File: src/hdl/supervisor_pkg.sv
// Purpose: Shared constants, types and register map of the regulator fault supervisor.
// Assumes: A 200 MHz core clock; register codes are eight-bit command codes.
// Notes: Limits are held in 8 mV units, currents in whole amps, offsets in sign-magnitude steps.
package supervisor_pkg;

  // Clock period in nanoseconds.
  localparam int CLK_PERIOD_NS = 5;

  // One step of the base delay interval, and the output-good blanking window.
  localparam int DELAY_STEP_NS = 500000;
  localparam int DELAY_STEP_CYCLES = (DELAY_STEP_NS + CLK_PERIOD_NS - 1) / CLK_PERIOD_NS;
  localparam int BLANK_TIME_NS = 100000;
  localparam int BLANK_CYCLES = (BLANK_TIME_NS + CLK_PERIOD_NS - 1) / CLK_PERIOD_NS;

  // Latch-off delay as a multiple of the base delay interval.
  localparam int LATCH_MULT = 4;

  // Analog thresholds in millivolts.
  localparam logic [10:0] SECONDARY_LIMIT_MV = 11'h0C8;
  localparam logic [10:0] CROWBAR_RELEASE_MV = 11'h12C;

  // Offset step and largest applied magnitude.
  localparam int OFFSET_STEP_UV = 6250;
  localparam int OFFSET_MAX_UV = 200000;
  localparam logic [6:0] OFFSET_MAX_CODE = 7'(OFFSET_MAX_UV / OFFSET_STEP_UV);

  // Command codes of the registers.
  localparam logic [7:0] REG_SETUP_A = 8'hD2;
  localparam logic [7:0] REG_SETUP_B = 8'hD3;
  localparam logic [7:0] REG_DELAY = 8'hD4;
  localparam logic [7:0] REG_GOOD_HIGH = 8'hE3;
  localparam logic [7:0] REG_GOOD_LOW = 8'hE4;
  localparam logic [7:0] REG_THRESH_ONE = 8'hE5;
  localparam logic [7:0] REG_THRESH_TWO = 8'hE6;
  localparam logic [7:0] REG_THRESH_THREE = 8'hE7;
  localparam logic [7:0] REG_OFFSET_ONE = 8'hE8;
  localparam logic [7:0] REG_OFFSET_TWO = 8'hE9;
  localparam logic [7:0] REG_OFFSET_THREE = 8'hEA;
  localparam logic [7:0] REG_OFFSET_FOUR = 8'hEB;
  localparam logic [7:0] REG_STATUS = 8'hEC;

  // Field positions.
  localparam int LATCHOFF_EN_BIT = 1;
  localparam int DELAY_CODE_MSB = 2;
  localparam int OFFSET_SIGN_BIT = 7;

  // Reset values.
  localparam logic [7:0] SETUP_RESET = 8'h02;
  localparam logic [7:0] DELAY_RESET = 8'h03;
  localparam logic [7:0] GOOD_HIGH_RESET = 8'hC8;
  localparam logic [7:0] GOOD_LOW_RESET = 8'h2F;
  localparam logic [7:0] THRESH_ONE_RESET = 8'h40;
  localparam logic [7:0] THRESH_TWO_RESET = 8'h60;
  localparam logic [7:0] THRESH_THREE_RESET = 8'h80;
  localparam logic [7:0] OFFSET_RESET = 8'h00;

  // Voltage codes that mean no processor is fitted.
  localparam logic [7:0] CODE_OFF_A = 8'h00;
  localparam logic [7:0] CODE_OFF_B = 8'h01;

  // Start-up sequence states.
  typedef enum logic [2:0] {
    ST_OFF,
    ST_WAIT_SS,
    ST_MASK,
    ST_RUN,
    ST_LATCHED
  } seq_state_t;

  // Inputs that arrive from pins and must be synchronised.
  typedef struct packed {
    logic enable;
    logic supply_ok;
    logic low_power_n;
    logic limit_hit;
    logic [7:0] voltage_code;
  } pin_in_t;

endpackage

File: src/hdl/regulator_fault_supervisor.sv
// Purpose: Digital supervisor of a multiphase regulator: start-up, latch-off, output-good, crowbar, load offsets.
// Assumes: Analog comparators and ADC readings arrive as digital values; pins are synchronised here.
// Notes: Registers are reached through a decoded command port: one code, one byte, one cycle.
//
// Summary of operation
// - A latched shutdown clears when enable drops low or power cycles.
// - Latch-off enable bit 1 of both setup registers at zero disables latch-off.
// - Below 200 mV during start-up a secondary limit clamps the error level.
// - Output-good low when out of window, no-processor code, or enable low.
// - Voltage code change blanks output-good fault detection for 100 us.
// - Output-good waits for soft-start at code, then the mask interval.
// - Output-good upper and lower limits are software programmable registers.
// - Low-power input low drives the shed-phase driver disable low.
// - Above crowbar threshold, outside blanking, all PWM forced low until output falls under 300 mV.
// - Crowbar trip threshold equals the programmed output-good upper limit.
// - Start-up begins only with lockout released and enable high; else disabled.
// - While disabled PWM low, output-good and both driver disables low.
// - Current compared with third, second, then first threshold, selecting four states.
// - Each load state offset is programmable, magnitude clamped to 200 mV.
// - All four load state offset registers reset to zero.
// - Latch-off delay lasts four base delay intervals of a persisting fault.
// - Latch-off delay counts only after the turn-on mask interval completes.
// - Three-bit field selects base delay in 0.5 ms steps, 0.5 to 4 ms.
// - Each further voltage code change restarts the blanking timer.
module regulator_fault_supervisor #(
  parameter int STEP_CYCLES = supervisor_pkg::DELAY_STEP_CYCLES,
  parameter int BLANK_LEN = supervisor_pkg::BLANK_CYCLES,
  parameter int TIMER_WIDTH = 22
) (
  input wire logic clk,
  input wire logic reset,
  input wire logic enable_in,
  input wire logic supply_lockout_released,
  input wire logic low_power_state_input_n,
  input wire logic overcurrent_limit_hit,
  input wire logic [7:0] voltage_code,
  input wire logic soft_start_at_code,
  input wire logic [10:0] output_sense_reference_mv,
  input wire logic [7:0] total_output_current,
  input wire logic cmd_write,
  input wire logic cmd_read,
  input wire logic [7:0] cmd_code,
  input wire logic [7:0] cmd_wdata,
  output logic [7:0] cmd_rdata,
  output logic cmd_ack,
  input wire logic output_good_in,
  output logic output_good_out,
  output logic output_good_oe,
  output logic pwm_force_low,
  output logic shed_phase_driver_disable_n,
  output logic main_phase_driver_disable_n,
  output logic secondary_limit_active,
  output logic latched_off,
  output logic [1:0] load_state,
  output logic [7:0] applied_offset
);

  supervisor_pkg::pin_in_t pin_raw;
  supervisor_pkg::pin_in_t pin_meta_ff;
  supervisor_pkg::pin_in_t pin_sync_ff;
  supervisor_pkg::seq_state_t state_ff;
  supervisor_pkg::seq_state_t nxt_state;
  logic [7:0] setup_a_ff;
  logic [7:0] setup_b_ff;
  logic [7:0] delay_ff;
  logic [7:0] good_high_ff;
  logic [7:0] good_low_ff;
  logic [7:0] thresh_one_ff;
  logic [7:0] thresh_two_ff;
  logic [7:0] thresh_three_ff;
  logic [3:0][7:0] offset_ff;
  logic [7:0] code_prev_ff;
  logic crowbar_ff;
  logic good_ff;
  logic latch_armed_ff;
  logic [7:0] nxt_rdata;
  logic enabled;
  logic latchoff_enable;
  logic no_processor;
  logic code_changed;
  logic [10:0] high_mv;
  logic [10:0] low_mv;
  logic in_window;
  logic [TIMER_WIDTH-1:0] base_cycles;
  logic [TIMER_WIDTH-1:0] seq_load;
  logic seq_start;
  logic seq_stop;
  logic seq_busy;
  logic seq_done;
  logic blank_busy;
  logic blank_done;
  logic [1:0] sel_state;
  logic [7:0] sel_offset;

  generate
    if (STEP_CYCLES < 1 || BLANK_LEN < 1) begin : g_bad_times
      $error("regulator_fault_supervisor timing parameters must be positive");
    end
    if (64'(STEP_CYCLES) * 64'(supervisor_pkg::LATCH_MULT * 8) >= (64'd1 << TIMER_WIDTH)) begin : g_bad_width
      $error("regulator_fault_supervisor TIMER_WIDTH too small for the latch-off delay");
    end
    if (64'(BLANK_LEN) >= (64'd1 << TIMER_WIDTH)) begin : g_bad_blank
      $error("regulator_fault_supervisor TIMER_WIDTH too small for the blanking window");
    end
  endgenerate

  assign pin_raw = '{enable: enable_in, supply_ok: supply_lockout_released,
                     low_power_n: low_power_state_input_n, limit_hit: overcurrent_limit_hit,
                     voltage_code: voltage_code};

  // Two-stage synchroniser for every pin input; the first stage feeds only the second.
  always_ff @(posedge clk) begin
    if (reset) begin
      pin_meta_ff <= '0;
      pin_sync_ff <= '0;
    end else begin
      pin_meta_ff <= pin_raw;
      pin_sync_ff <= pin_meta_ff;
    end
  end

  assign enabled = pin_sync_ff.enable && pin_sync_ff.supply_ok;
  // latch-off disable needs both bits clear
  assign latchoff_enable = setup_a_ff[supervisor_pkg::LATCHOFF_EN_BIT] ||
                           setup_b_ff[supervisor_pkg::LATCHOFF_EN_BIT];
  assign no_processor = (pin_sync_ff.voltage_code == supervisor_pkg::CODE_OFF_A) ||
                        (pin_sync_ff.voltage_code == supervisor_pkg::CODE_OFF_B);
  assign code_changed = (pin_sync_ff.voltage_code != code_prev_ff);

  assign high_mv = {good_high_ff, 3'b000};
  assign low_mv = {good_low_ff, 3'b000};
  assign in_window = (output_sense_reference_mv <= high_mv) && (output_sense_reference_mv >= low_mv);

  assign base_cycles = TIMER_WIDTH'((32'(delay_ff[supervisor_pkg::DELAY_CODE_MSB:0]) + 32'd1) * STEP_CYCLES);

  // Register write port; software writes steer the sequence timer, window and offsets.
  always_ff @(posedge clk) begin
    if (reset) begin
      setup_a_ff <= supervisor_pkg::SETUP_RESET;
      setup_b_ff <= supervisor_pkg::SETUP_RESET;
      delay_ff <= supervisor_pkg::DELAY_RESET;
      good_high_ff <= supervisor_pkg::GOOD_HIGH_RESET;
      good_low_ff <= supervisor_pkg::GOOD_LOW_RESET;
      thresh_one_ff <= supervisor_pkg::THRESH_ONE_RESET;
      thresh_two_ff <= supervisor_pkg::THRESH_TWO_RESET;
      thresh_three_ff <= supervisor_pkg::THRESH_THREE_RESET;
      offset_ff <= {4{supervisor_pkg::OFFSET_RESET}};
    end else if (cmd_write) begin
      case (cmd_code)
        supervisor_pkg::REG_SETUP_A: setup_a_ff <= cmd_wdata;
        supervisor_pkg::REG_SETUP_B: setup_b_ff <= cmd_wdata;
        supervisor_pkg::REG_DELAY: delay_ff <= {5'h00, cmd_wdata[supervisor_pkg::DELAY_CODE_MSB:0]};
        supervisor_pkg::REG_GOOD_HIGH: good_high_ff <= cmd_wdata;
        supervisor_pkg::REG_GOOD_LOW: good_low_ff <= cmd_wdata;
        supervisor_pkg::REG_THRESH_ONE: thresh_one_ff <= cmd_wdata;
        supervisor_pkg::REG_THRESH_TWO: thresh_two_ff <= cmd_wdata;
        supervisor_pkg::REG_THRESH_THREE: thresh_three_ff <= cmd_wdata;
        supervisor_pkg::REG_OFFSET_ONE: offset_ff[0] <= cmd_wdata;
        supervisor_pkg::REG_OFFSET_TWO: offset_ff[1] <= cmd_wdata;
        supervisor_pkg::REG_OFFSET_THREE: offset_ff[2] <= cmd_wdata;
        supervisor_pkg::REG_OFFSET_FOUR: offset_ff[3] <= cmd_wdata;
        default: begin
        end
      endcase
    end
  end

  // Read mux; unknown codes answer zero rather than stale data.
  always_comb begin
    case (cmd_code)
      supervisor_pkg::REG_SETUP_A: nxt_rdata = setup_a_ff;
      supervisor_pkg::REG_SETUP_B: nxt_rdata = setup_b_ff;
      supervisor_pkg::REG_DELAY: nxt_rdata = delay_ff;
      supervisor_pkg::REG_GOOD_HIGH: nxt_rdata = good_high_ff;
      supervisor_pkg::REG_GOOD_LOW: nxt_rdata = good_low_ff;
      supervisor_pkg::REG_THRESH_ONE: nxt_rdata = thresh_one_ff;
      supervisor_pkg::REG_THRESH_TWO: nxt_rdata = thresh_two_ff;
      supervisor_pkg::REG_THRESH_THREE: nxt_rdata = thresh_three_ff;
      supervisor_pkg::REG_OFFSET_ONE: nxt_rdata = offset_ff[0];
      supervisor_pkg::REG_OFFSET_TWO: nxt_rdata = offset_ff[1];
      supervisor_pkg::REG_OFFSET_THREE: nxt_rdata = offset_ff[2];
      supervisor_pkg::REG_OFFSET_FOUR: nxt_rdata = offset_ff[3];
      supervisor_pkg::REG_STATUS: nxt_rdata = {state_ff == supervisor_pkg::ST_LATCHED, crowbar_ff, good_ff,
                                               blank_busy, state_ff == supervisor_pkg::ST_RUN, enabled,
                                               load_state};
      default: nxt_rdata = 8'h00;
    endcase
  end

  // Read data and acknowledge, one cycle after the request.
  always_ff @(posedge clk) begin
    if (reset) begin
      cmd_rdata <= 8'h00;
      cmd_ack <= 1'b0;
    end else begin
      cmd_ack <= cmd_write || cmd_read;
      if (cmd_read) begin
        cmd_rdata <= nxt_rdata;
      end
    end
  end

  // Start-up sequence; dropping enable or lockout always returns to off.
  always_comb begin
    nxt_state = state_ff;
    case (state_ff)
      supervisor_pkg::ST_OFF: begin
        if (enabled) begin
          nxt_state = supervisor_pkg::ST_WAIT_SS;
        end
      end
      supervisor_pkg::ST_WAIT_SS: begin
        if (soft_start_at_code) begin
          nxt_state = supervisor_pkg::ST_MASK;
        end
      end
      supervisor_pkg::ST_MASK: begin
        if (seq_done) begin
          nxt_state = supervisor_pkg::ST_RUN;
        end
      end
      supervisor_pkg::ST_RUN: begin
        if (seq_done && latch_armed_ff && latchoff_enable) begin
          nxt_state = supervisor_pkg::ST_LATCHED;
        end
      end
      supervisor_pkg::ST_LATCHED: begin
        nxt_state = supervisor_pkg::ST_LATCHED;
      end
      default: nxt_state = supervisor_pkg::ST_OFF;
    endcase
    if (!enabled) begin
      nxt_state = supervisor_pkg::ST_OFF;
    end
  end

  always_ff @(posedge clk) begin
    if (reset) begin
      state_ff <= supervisor_pkg::ST_OFF;
    end else begin
      state_ff <= nxt_state;
    end
  end

  // One shared timer serves the mask interval and then the latch-off delay.
  // latch-off only after mask
  assign seq_start = ((state_ff == supervisor_pkg::ST_WAIT_SS) && soft_start_at_code) ||
                     ((state_ff == supervisor_pkg::ST_RUN) && pin_sync_ff.limit_hit && !latch_armed_ff);
  assign seq_stop = !enabled || ((state_ff == supervisor_pkg::ST_RUN) && !pin_sync_ff.limit_hit);
  assign seq_load = (state_ff == supervisor_pkg::ST_RUN) ?
                    TIMER_WIDTH'(32'(base_cycles) * supervisor_pkg::LATCH_MULT) : base_cycles;

  // The latch-off delay is armed while the fault persists; a cleared fault lets the loop recover.
  always_ff @(posedge clk) begin
    if (reset) begin
      latch_armed_ff <= 1'b0;
    end else if (seq_stop || state_ff != supervisor_pkg::ST_RUN) begin
      latch_armed_ff <= 1'b0;
    end else if (seq_start) begin
      latch_armed_ff <= 1'b1;
    end else if (seq_done) begin
      // With latch-off disabled the controller stays in current limit and re-arms later.
      latch_armed_ff <= 1'b0;
    end
  end

  delay_timer #(
    .WIDTH(TIMER_WIDTH)
  ) u_seq_timer (
    .clk(clk),
    .reset(reset),
    .start(seq_start),
    .stop(seq_stop),
    .load_value(seq_load),
    .busy(seq_busy),
    .done(seq_done)
  );

  // Previous synchronised code, for change detection.
  always_ff @(posedge clk) begin
    if (reset) begin
      code_prev_ff <= 8'h00;
    end else begin
      code_prev_ff <= pin_sync_ff.voltage_code;
    end
  end

  delay_timer #(
    .WIDTH(TIMER_WIDTH)
  ) u_blank_timer (
    .clk(clk),
    .reset(reset),
    .start(code_changed),
    .stop(1'b0),
    .load_value(TIMER_WIDTH'(BLANK_LEN)),
    .busy(blank_busy),
    .done(blank_done)
  );

  // Crowbar trips above the upper limit outside blanking and holds until the output is nearly discharged.
  always_ff @(posedge clk) begin
    if (reset) begin
      crowbar_ff <= 1'b0;
    end else if (!enabled) begin
      crowbar_ff <= 1'b0;
    end else if (output_sense_reference_mv > high_mv && !blank_busy) begin
      crowbar_ff <= 1'b1;
    end else if (output_sense_reference_mv < supervisor_pkg::CROWBAR_RELEASE_MV) begin
      crowbar_ff <= 1'b0;
    end
  end

  // Output-good: during blanking the window fault is ignored so a moving output reads good.
  always_ff @(posedge clk) begin
    if (reset) begin
      good_ff <= 1'b0;
    end else begin
      good_ff <= enabled && (state_ff == supervisor_pkg::ST_RUN) && !no_processor && !crowbar_ff &&
                 (in_window || blank_busy);
    end
  end

  load_state_select u_load_state (
    .total_output_current(total_output_current),
    .load_threshold_one(thresh_one_ff),
    .load_threshold_two(thresh_two_ff),
    .load_threshold_three(thresh_three_ff),
    .offsets(offset_ff),
    .load_state(sel_state),
    .applied_offset(sel_offset)
  );

  // Registered outputs toward the drivers and the loop.
  always_ff @(posedge clk) begin
    if (reset) begin
      output_good_out <= 1'b0;
      output_good_oe <= 1'b1;
      pwm_force_low <= 1'b1;
      shed_phase_driver_disable_n <= 1'b0;
      main_phase_driver_disable_n <= 1'b0;
      secondary_limit_active <= 1'b0;
      latched_off <= 1'b0;
      load_state <= 2'h0;
      applied_offset <= 8'h00;
    end else begin
      output_good_out <= 1'b0;
      output_good_oe <= !nxt_good_view(good_ff);
      pwm_force_low <= !enabled || crowbar_ff || state_ff == supervisor_pkg::ST_LATCHED ||
                       state_ff == supervisor_pkg::ST_OFF;
      shed_phase_driver_disable_n <= enabled && state_ff != supervisor_pkg::ST_OFF &&
                                     state_ff != supervisor_pkg::ST_LATCHED && pin_sync_ff.low_power_n;
      main_phase_driver_disable_n <= enabled && state_ff != supervisor_pkg::ST_OFF &&
                                     state_ff != supervisor_pkg::ST_LATCHED;
      secondary_limit_active <= enabled && (state_ff == supervisor_pkg::ST_WAIT_SS ||
                                state_ff == supervisor_pkg::ST_MASK) &&
                                output_sense_reference_mv < supervisor_pkg::SECONDARY_LIMIT_MV;
      latched_off <= state_ff == supervisor_pkg::ST_LATCHED;
      load_state <= sel_state;
      applied_offset <= sel_offset;
    end
  end

  // Open-drain view: the pin is released only for a good output.
  function automatic logic nxt_good_view(input logic good);
    return good;
  endfunction

endmodule

File: src/hdl/delay_timer.sv
// Purpose: Down-counter that times one interval and pulses done at its end.
// Assumes: start and stop come from logic on the same clock.
// Notes: stop wins over start; a start while busy restarts the interval.
module delay_timer #(
  parameter int WIDTH = 22
) (
  input wire logic clk,
  input wire logic reset,
  input wire logic start,
  input wire logic stop,
  input wire logic [WIDTH-1:0] load_value,
  output logic busy,
  output logic done
);

  logic [WIDTH-1:0] count_ff;

  generate
    if (WIDTH < 2) begin : g_bad_width
      $error("delay_timer WIDTH must be at least 2");
    end
  endgenerate

  // Count down from the loaded value; zero means idle.
  always_ff @(posedge clk) begin
    if (reset || stop) begin
      count_ff <= '0;
    end else if (start) begin
      count_ff <= load_value;
    end else if (count_ff != '0) begin
      count_ff <= count_ff - 1'b1;
    end
  end

  assign busy = (count_ff != '0);
  // The last tick is flagged only when nothing reloads or aborts it.
  assign done = (count_ff == WIDTH'(1)) && !start && !stop;

endmodule

File: src/hdl/load_state_select.sv
// Purpose: Picks the load state from the total current and yields that state's clamped offset.
// Assumes: Current and thresholds share one unit; thresholds are ordered by software.
// Notes: Pure combinational; the top registers the results.
module load_state_select (
  input wire logic [7:0] total_output_current,
  input wire logic [7:0] load_threshold_one,
  input wire logic [7:0] load_threshold_two,
  input wire logic [7:0] load_threshold_three,
  input wire logic [3:0][7:0] offsets,
  output logic [1:0] load_state,
  output logic [7:0] applied_offset
);

  logic [3:0][7:0] clamped;

  // Sign-magnitude offset limited to the largest allowed magnitude.
  function automatic logic [7:0] clamp_offset(input logic [7:0] raw);
    logic [6:0] mag;
    mag = raw[6:0];
    if (mag > supervisor_pkg::OFFSET_MAX_CODE) begin
      mag = supervisor_pkg::OFFSET_MAX_CODE;
    end
    return {raw[supervisor_pkg::OFFSET_SIGN_BIT], mag};
  endfunction

  genvar gi;
  generate
    for (gi = 0; gi < 4; gi++) begin : g_clamp
      assign clamped[gi] = clamp_offset(offsets[gi]);
    end
  endgenerate

  // Highest threshold is tested first; equality counts as not exceeding.
  always_comb begin
    if (total_output_current > load_threshold_three) begin
      load_state = 2'h3;
    end else if (total_output_current > load_threshold_two) begin
      load_state = 2'h2;
    end else if (total_output_current > load_threshold_one) begin
      load_state = 2'h1;
    end else begin
      load_state = 2'h0;
    end
    applied_offset = clamped[load_state];
  end

endmodule

File: config.mk
export PLATFORM = sky130hd
export DESIGN_NAME = regulator_fault_supervisor
export DESIGN_NICKNAME = d
export VERILOG_FILES = /design/src/hdl/supervisor_pkg.sv /design/src/hdl/regulator_fault_supervisor.sv /design/src/hdl/delay_timer.sv /design/src/hdl/load_state_select.sv
export SDC_FILE = /design/constraint.sdc
export NUM_CORES = 1
export LEC_CHECK = 0
export BUFFER_PORTS_ARGS = -buffer_cell sky130_fd_sc_hd__buf_2
export CAP_MARGIN = 20
export CORE_UTILIZATION = 34
export CTS_CLUSTER_SIZE = 14
export DETAILED_ROUTE_END_ITERATION = 10
export SETUP_SLACK_MARGIN = 0.4
export SYNTH_ARGS = -nofsm -noshare
export SYNTH_HDL_FRONTEND = slang
export SYNTH_SLANG_ARGS = --single-unit
File: constraint.sdc
create_clock -name clk -period 4.3 [get_ports clk]
set_clock_uncertainty 0.2 [all_clocks]
set_input_delay 0.43 -clock clk [delete_from_list [all_inputs] [get_ports clk]]
set_output_delay 0.43 -clock clk [all_outputs]
set_load 0.02 [all_outputs]
# Word-level counts from Yosys, hierarchy flattened
# Index checks and enable logic that the tools add are counted.
# word_totals
inputBits,53
regBits,198
out_inout_bits,26
word_cells,172
# op_classes
n_addsub,3
mux,23
reduce_logical,66
multipliers,1
n_eq_ne,25
n_lt_le_gt_ge,13
bitwise_logic,1
# op_table
operator,n
8-bit equality test (second input constant),13
8-bit case mux with 13 select lines,1
22-bit 2-to-1 mux,3
22-bit nonzero test,2
22-bit by 1-bit subtractor with 22-bit output (second input constant),2
15-bit 2-to-1 mux,2
7-bit by 6-bit greater-than comparator with 1-bit output (second input constant),4
7-bit 2-to-1 mux,4
8-bit greater-than comparator,3
2-bit AND reduction,12
22-bit by 1-bit equality test with 1-bit output (second input constant),1
1-bit logical AND,20
8-bit binary-select mux with 2-bit select,1
4-bit by 12-bit multiplier with 16-bit output (second input constant),1
3-bit case mux with 5 select lines,1
1-bit logical OR,12
11-bit >= comparator,1
11-bit greater-than comparator,1
11-bit less-or-equal comparator,1
11-bit by 8-bit < comparator with 1-bit output (second input constant),1
11-bit by 9-bit < comparator with 1-bit output (second input constant),1
1-bit zero test,9
3-bit 2-to-1 mux,3
8-bit by 1-bit equality test with 1-bit output (second input constant),1
20 further kinds,32

# Longest topological paths before layout
# logic_depth
ltp_word,11
ltp_mapped,14
ltp_nobuf,13

# Hierarchy
# A second synthesis with hierarchy kept.
# hier_totals
cells_unflattened,1237
area_unflattened_um2,11224.5
# modules_own_cells
mod,n_inst,cells_per_inst,area_per_inst_um2,seq_area_each_um2
regulator_fault_supervisor,1,791,7648.6,3083.0
delay_timer,2,157,1301.2,440.4
load_state_select,1,132,973.4,0.0

# Worst setup path before layout
# Ideal clock, no wire load.
# synth_path
path_type,register -> register
start,register delay_ff[0]
end,register u_seq_timer.count_ff[18]
stages_incl_launch_ff,15
synth_period_minus_slack_ps,3839
path_slack_ps,461
arrival_ps,3515
setup_time_ps,124
cell_sequence,dfxtp_1 -> clkbuf_1 -> inv_1 -> ha_1 -> clkbuf_1 -> xor2_1 -> ha_1 -> ha_1 -> and3b_1 -> o31ai_1 -> nand3_1 -> o21ai_0 -> xnor2_1 -> a222oi_1 -> nor2_1
# synth_via
elab_chain_len,4
# synth_rtl
item,line,rtl
start: declaration,regulator_fault_supervisor.sv:65,logic [7:0] delay_ff;
start signal: assignment,regulator_fault_supervisor.sv:141,delay_ff <= supervisor_pkg::DELAY_RESET;
start signal: assignment,regulator_fault_supervisor.sv:152,"supervisor_pkg::REG_DELAY: delay_ff <= {5'h00, cmd_wdata[supervisor_pkg::DELAY_CODE_MSB:0]};"
3-bit by 1-bit adder with 4-bit output,regulator_fault_supervisor.sv:134,assign base_cycles = TIMER_WIDTH'((32'(delay_ff[supervisor_pkg::DELAY_CODE_MSB:0]) + 32'd1) * STEP_CYCLES);
4-bit by 12-bit multiplier with 16-bit output,regulator_fault_supervisor.sv:134,
22-bit 2-to-1 mux,regulator_fault_supervisor.sv:250,assign seq_load = (state_ff == supervisor_pkg::ST_RUN) ?
22-bit 2-to-1 mux,delay_timer.sv:28,end else if (start) begin
end signal: assignment,delay_timer.sv:29,count_ff <= load_value;
end signal: assignment,delay_timer.sv:31,count_ff <= count_ff - 1'b1;
end: declaration,delay_timer.sv:16,logic [WIDTH-1:0] count_ff;
# Every way passes these cells.
# A chain may end at the register's enable or synchronous reset.

# Final worst setup path
# layout_path
start,register delay_ff[1]
end,register u_seq_timer.count_ff[18]
# The elaborated chain is that of the path after synthesis.

==> qor.json <==
{
  "vias_per_cell": {"value": 5.33},
  "ys_top_cells_by_count": {"value": "198 x sky130_fd_sc_hd__dfxtp_1, 168 x sky130_fd_sc_hd__nor2_1, 79 x sky130_fd_sc_hd__mux2i_1, 79 x sky130_fd_sc_hd__nand2_1, 62 x sky130_fd_sc_hd__a21oi_1"},
  "syn-instance-count": {"value": 1143},
  "netlist-cell-type-count": {"value": 74},
  "cp_data_arrival_time": {"value": 3.66, "unit": "ns"},
  "filler_cell_count": {"value": 3047},
  "initial_core_util": {"value": 0.345},
  "cts_buffers": {"value": 17},
  "detail_route.iter0.violations": {"value": 632},
  "final_max_slew_viol_count": {"value": 0},
  "final_period_minus_worst_setup_slack": {"value": 3.55, "unit": "ns"},
  "critical_path.max_fanout": {"value": 7},
  "core.rowCount": {"value": 63},
  "synth_most_common_cell": {"value": "sky130_fd_sc_hd__dfxtp_1"},
  "worst-endpoint-required": {"value": 4.41, "unit": "ns"},
  "synthAdderAreaFrac": {"value": 0.0721},
  "synth_area_leader_cell": {"value": "sky130_fd_sc_hd__dfxtp_1"},
  "r2r_slack": {"value": 0.75, "unit": "ns"},
  "detailedRoute.firstPassIterationCount": {"value": 5},
  "gp_congestion": {"value": 0.891},
  "achievable_clock_frequency": {"value": 282, "unit": "MHz"},
  "outcome": {"value": "finished clean"},
  "area_growth_syn_to_layout": {"value": 14.4, "unit": "%"},
  "yosysTopAreaCellShare": {"value": 0.387},
  "timing.critical_path.slowest_cell_delay": {"value": 0.43, "unit": "ns"},
  "die_area": {"value": 30800, "unit": "um2"},
  "num-nets-final": {"value": 1314},
  "worst_skew_pair.late_latency": {"value": 0.44, "unit": "ns"},
  "h-tree-depth": {"value": 4},
  "ys_seq_elements": {"value": 198},
  "drcViolationCount": {"value": 0},
  "hpwl": {"value": 20000, "unit": "um"},
  "max-clock-path-buffers": {"value": 2},
  "cts.root.buffer_cell": {"value": "sky130_fd_sc_hd__clkbuf_16"},
  "timing.slew.headroom": {"value": 0.401},
  "seq_area_frac_synth": {"value": 0.387},
  "cts_tree": {"value": "yes"},
  "num_io_pins": {"value": 79},
  "ys_top_cells_by_area": {"value": "sky130_fd_sc_hd__dfxtp_1 39%, sky130_fd_sc_hd__mux2i_1 7.7%, sky130_fd_sc_hd__ha_1 7.2%, sky130_fd_sc_hd__nor2_1 6.2%, sky130_fd_sc_hd__mux4_2 3.3%"},
  "chipHeight": {"value": 176, "unit": "um"},
  "ys.flop_type": {"value": "sky130_fd_sc_hd__dfxtp_1"},
  "timing.final.setup_violations": {"value": 0},
  "pwr_density_cell": {"value": 349, "unit": "nW/um2"},
  "element_type_at_the_critical_path_start": {"value": "flop"},
  "finalHoldViolCount": {"value": 0},
  "setup_tns": {"value": 0, "unit": "ns"},
  "avgSynthCellArea": {"value": 8.96, "unit": "um2"},
  "drive_gt1_frac": {"value": 0.121},
  "detail_route.wl_per_cell": {"value": 17.5, "unit": "um"},
  "drv.max_cap_violation_count": {"value": 0},
  "worstSetupPathType": {"value": "reg -> reg"},
  "antenna_found_initial": {"value": 2},
  "cts.sinks": {"value": 198},
  "vias": {"value": 8557},
  "first_pass_grt_wire_length": {"value": 44200, "unit": "um"},
  "grt_overflow": {"value": 0},
  "ys_warn_count": {"value": 0},
  "total_leakage_power": {"value": 5.22, "unit": "nW"},
  "grt_setup_unrepaired": {"value": "false"},
  "placeableCoreArea": {"value": 29600, "unit": "um2"},
  "timing_worst_slew_pin_value": {"value": 0.892, "unit": "ns"},
  "fin_area": {"value": 11700, "unit": "um2"},
  "crit_chain": {"value": "inv_1, ha_2, xor2_1, ha_1, ha_1, and3b_1, o31ai_1, nand3_1, o21ai_0, xnor2_1, a222oi_1, nor2_1"},
  "detail-route-antenna-nets": {"value": 0},
  "synth_mux_area_frac": {"value": 0.114},
  "vias_in_the_first_global_route": {"value": 8067},
  "global_route.usage.total": {"value": 0.183},
  "async_reset_ff_frac": {"value": 0},
  "post_synth_instance_area": {"value": 10200, "unit": "um2"},
  "min_period_over_period": {"value": 0.826},
  "synth-compound-area-share": {"value": 0.129},
  "critPathMostFrequentCell": {"value": "sky130_fd_sc_hd__ha_1"},
  "worst_path_clk_slew": {"value": 0.07, "unit": "ns"},
  "synth-edff-count": {"value": 0},
  "slowest_stage": {"value": "sky130_fd_sc_hd__dfxtp_1"},
  "detail_route.wirelength": {"value": 28100, "unit": "um"},
  "synth-simple-area-share": {"value": 0.211},
  "io_buffers": {"value": 76},
  "synthXorXnorAreaFrac": {"value": 0.0471},
  "main_combinational_cell_family_by_area_after_synthesis": {"value": "simple AND/OR/NAND/NOR gates"},
  "worst_setup_path_end_kind": {"value": "flop"},
  "power.ir.vdd_worst": {"value": 252, "unit": "uV"},
  "grt_max_degree": {"value": 109},
  "detailed_place.area": {"value": 11000, "unit": "um2"},
  "min_path_type": {"value": "in -> reg"},
  "dieWidth": {"value": 176, "unit": "um"}
}
-- worst paths after layout --
path,start,to,cells past startpoint
worst min register to register,pin_meta_ff[1],pin_sync_ff[1],1
worst max register to register,delay_ff[1],u_seq_timer.count_ff[18],12
worst max-delay path,delay_ff[1],u_seq_timer.count_ff[18],12
worst min-delay path,voltage_code[2],pin_meta_ff[2],2
-- timing repair --
item                                    in CTS  in global routing
endpoints found under the setup margin       0                  1
hold buffers                                 4                  1
buffers inserted                             0                  0
endpoints found under the hold margin        4                  1
resized for setup                            0                  1
-- cells by family after synthesis --
| logic type | Yosys count |
|---|---|
| compound gates | 191 |
| xor+xnor | 55 |
| fa+ha+maj | 59 |
| buf+inv | 104 |
| flops | 198 |
| mux | 97 |
| other cells | 1 |
| simple gates | 438 |
-- critical path, delay by kind of cell (launching register included) --
family | cells | cell delay [ns]
compound gates | 3 | 0.91
flops | 1 | 0.43
simple gates | 3 | 0.43
buf+inv | 1 | 0.07
xor+xnor | 2 | 0.34
fa+ha+maj | 3 | 1.04
-- flip-flops by register name, summed over array words and instances (netlist names), 12 cells and up --
signal	cells
offset_ff	32
u_blank_timer.count_ff	22
u_seq_timer.count_ff	22
pin_meta_ff	12
pin_sync_ff	12
-- where the power goes --
part	internal, mW	leakage, nW	switching [mW]
combinational	0.139	3.30	0.212
clock	1.11	0.319	0.735
sequential	1.87	1.61	0.0267
total	3.11	5.22	0.974
-- placed cells by master (no fill, tap or decap), types with 10 or more instances in the layout --
cell and n:
sky130_fd_sc_hd__a211o_1 10, sky130_fd_sc_hd__a21o_1 10, sky130_fd_sc_hd__a21oi_1 62, sky130_fd_sc_hd__buf_2 75
sky130_fd_sc_hd__buf_4 10, sky130_fd_sc_hd__clkbuf_16 17, sky130_fd_sc_hd__dfxtp_1 198, sky130_fd_sc_hd__ha_1 58
sky130_fd_sc_hd__inv_1 52, sky130_fd_sc_hd__mux2i_1 79, sky130_fd_sc_hd__mux4_2 15, sky130_fd_sc_hd__nand2_1 79
sky130_fd_sc_hd__nand3_1 29, sky130_fd_sc_hd__nand4_1 16, sky130_fd_sc_hd__nor2_1 168, sky130_fd_sc_hd__nor2b_1 44
sky130_fd_sc_hd__nor3_1 27, sky130_fd_sc_hd__nor4_1 10, sky130_fd_sc_hd__o21ai_0 15, sky130_fd_sc_hd__or3_1 12
sky130_fd_sc_hd__xnor2_1 36, sky130_fd_sc_hd__xor2_1 19
-- metrics by stage --
step | hold slack [ns] | power, mW | instances | util | worst slack [ns]
after floorplan | 0.171 | 2.17 | 1144 | - | 0.461
after global placement | 0.220 | 2.28 | 1568 | 0.371 | 0.749
after detailed placement | 0.226 | 2.28 | 1568 | 0.371 | 0.696
after CTS | 0.000347 | 4.13 | 1603 | 0.395 | 0.707
after global routing | 0.00506 | 4.24 | 1605 | 0.395 | 0.417
final | 0.0130 | 4.09 | 1605 | 0.395 | 0.749
-- cell type report --
cell class / count / area (um2) / share of cell area
Inverter: 52 / 195 / 0.0167
Clock inverter: 11 / 220 / 0.0188
Sequential cell: 198 / 3960 / 0.338
Tap cell: 390 / 488 / 0.0416
Clock buffer: 20 / 447 / 0.0381
Multi-Input combinational cell: 842 / 5880 / 0.502
Timing Repair Buffer: 91 / 520 / 0.0444
Antenna cell: 1 / 2.50 / 0.000214
-- routing by layer --
layer,GRT usage,share of wire,vias to the layer above
li1,-,-,4177
met1,0.245,0.46,4108
met2,0.298,0.47,237
met3,0.0383,0.055,33
met4,0.0486,0.015,2
met5,0,0.00032,-
No activity file was read; power rests on OpenSTA's default activity.
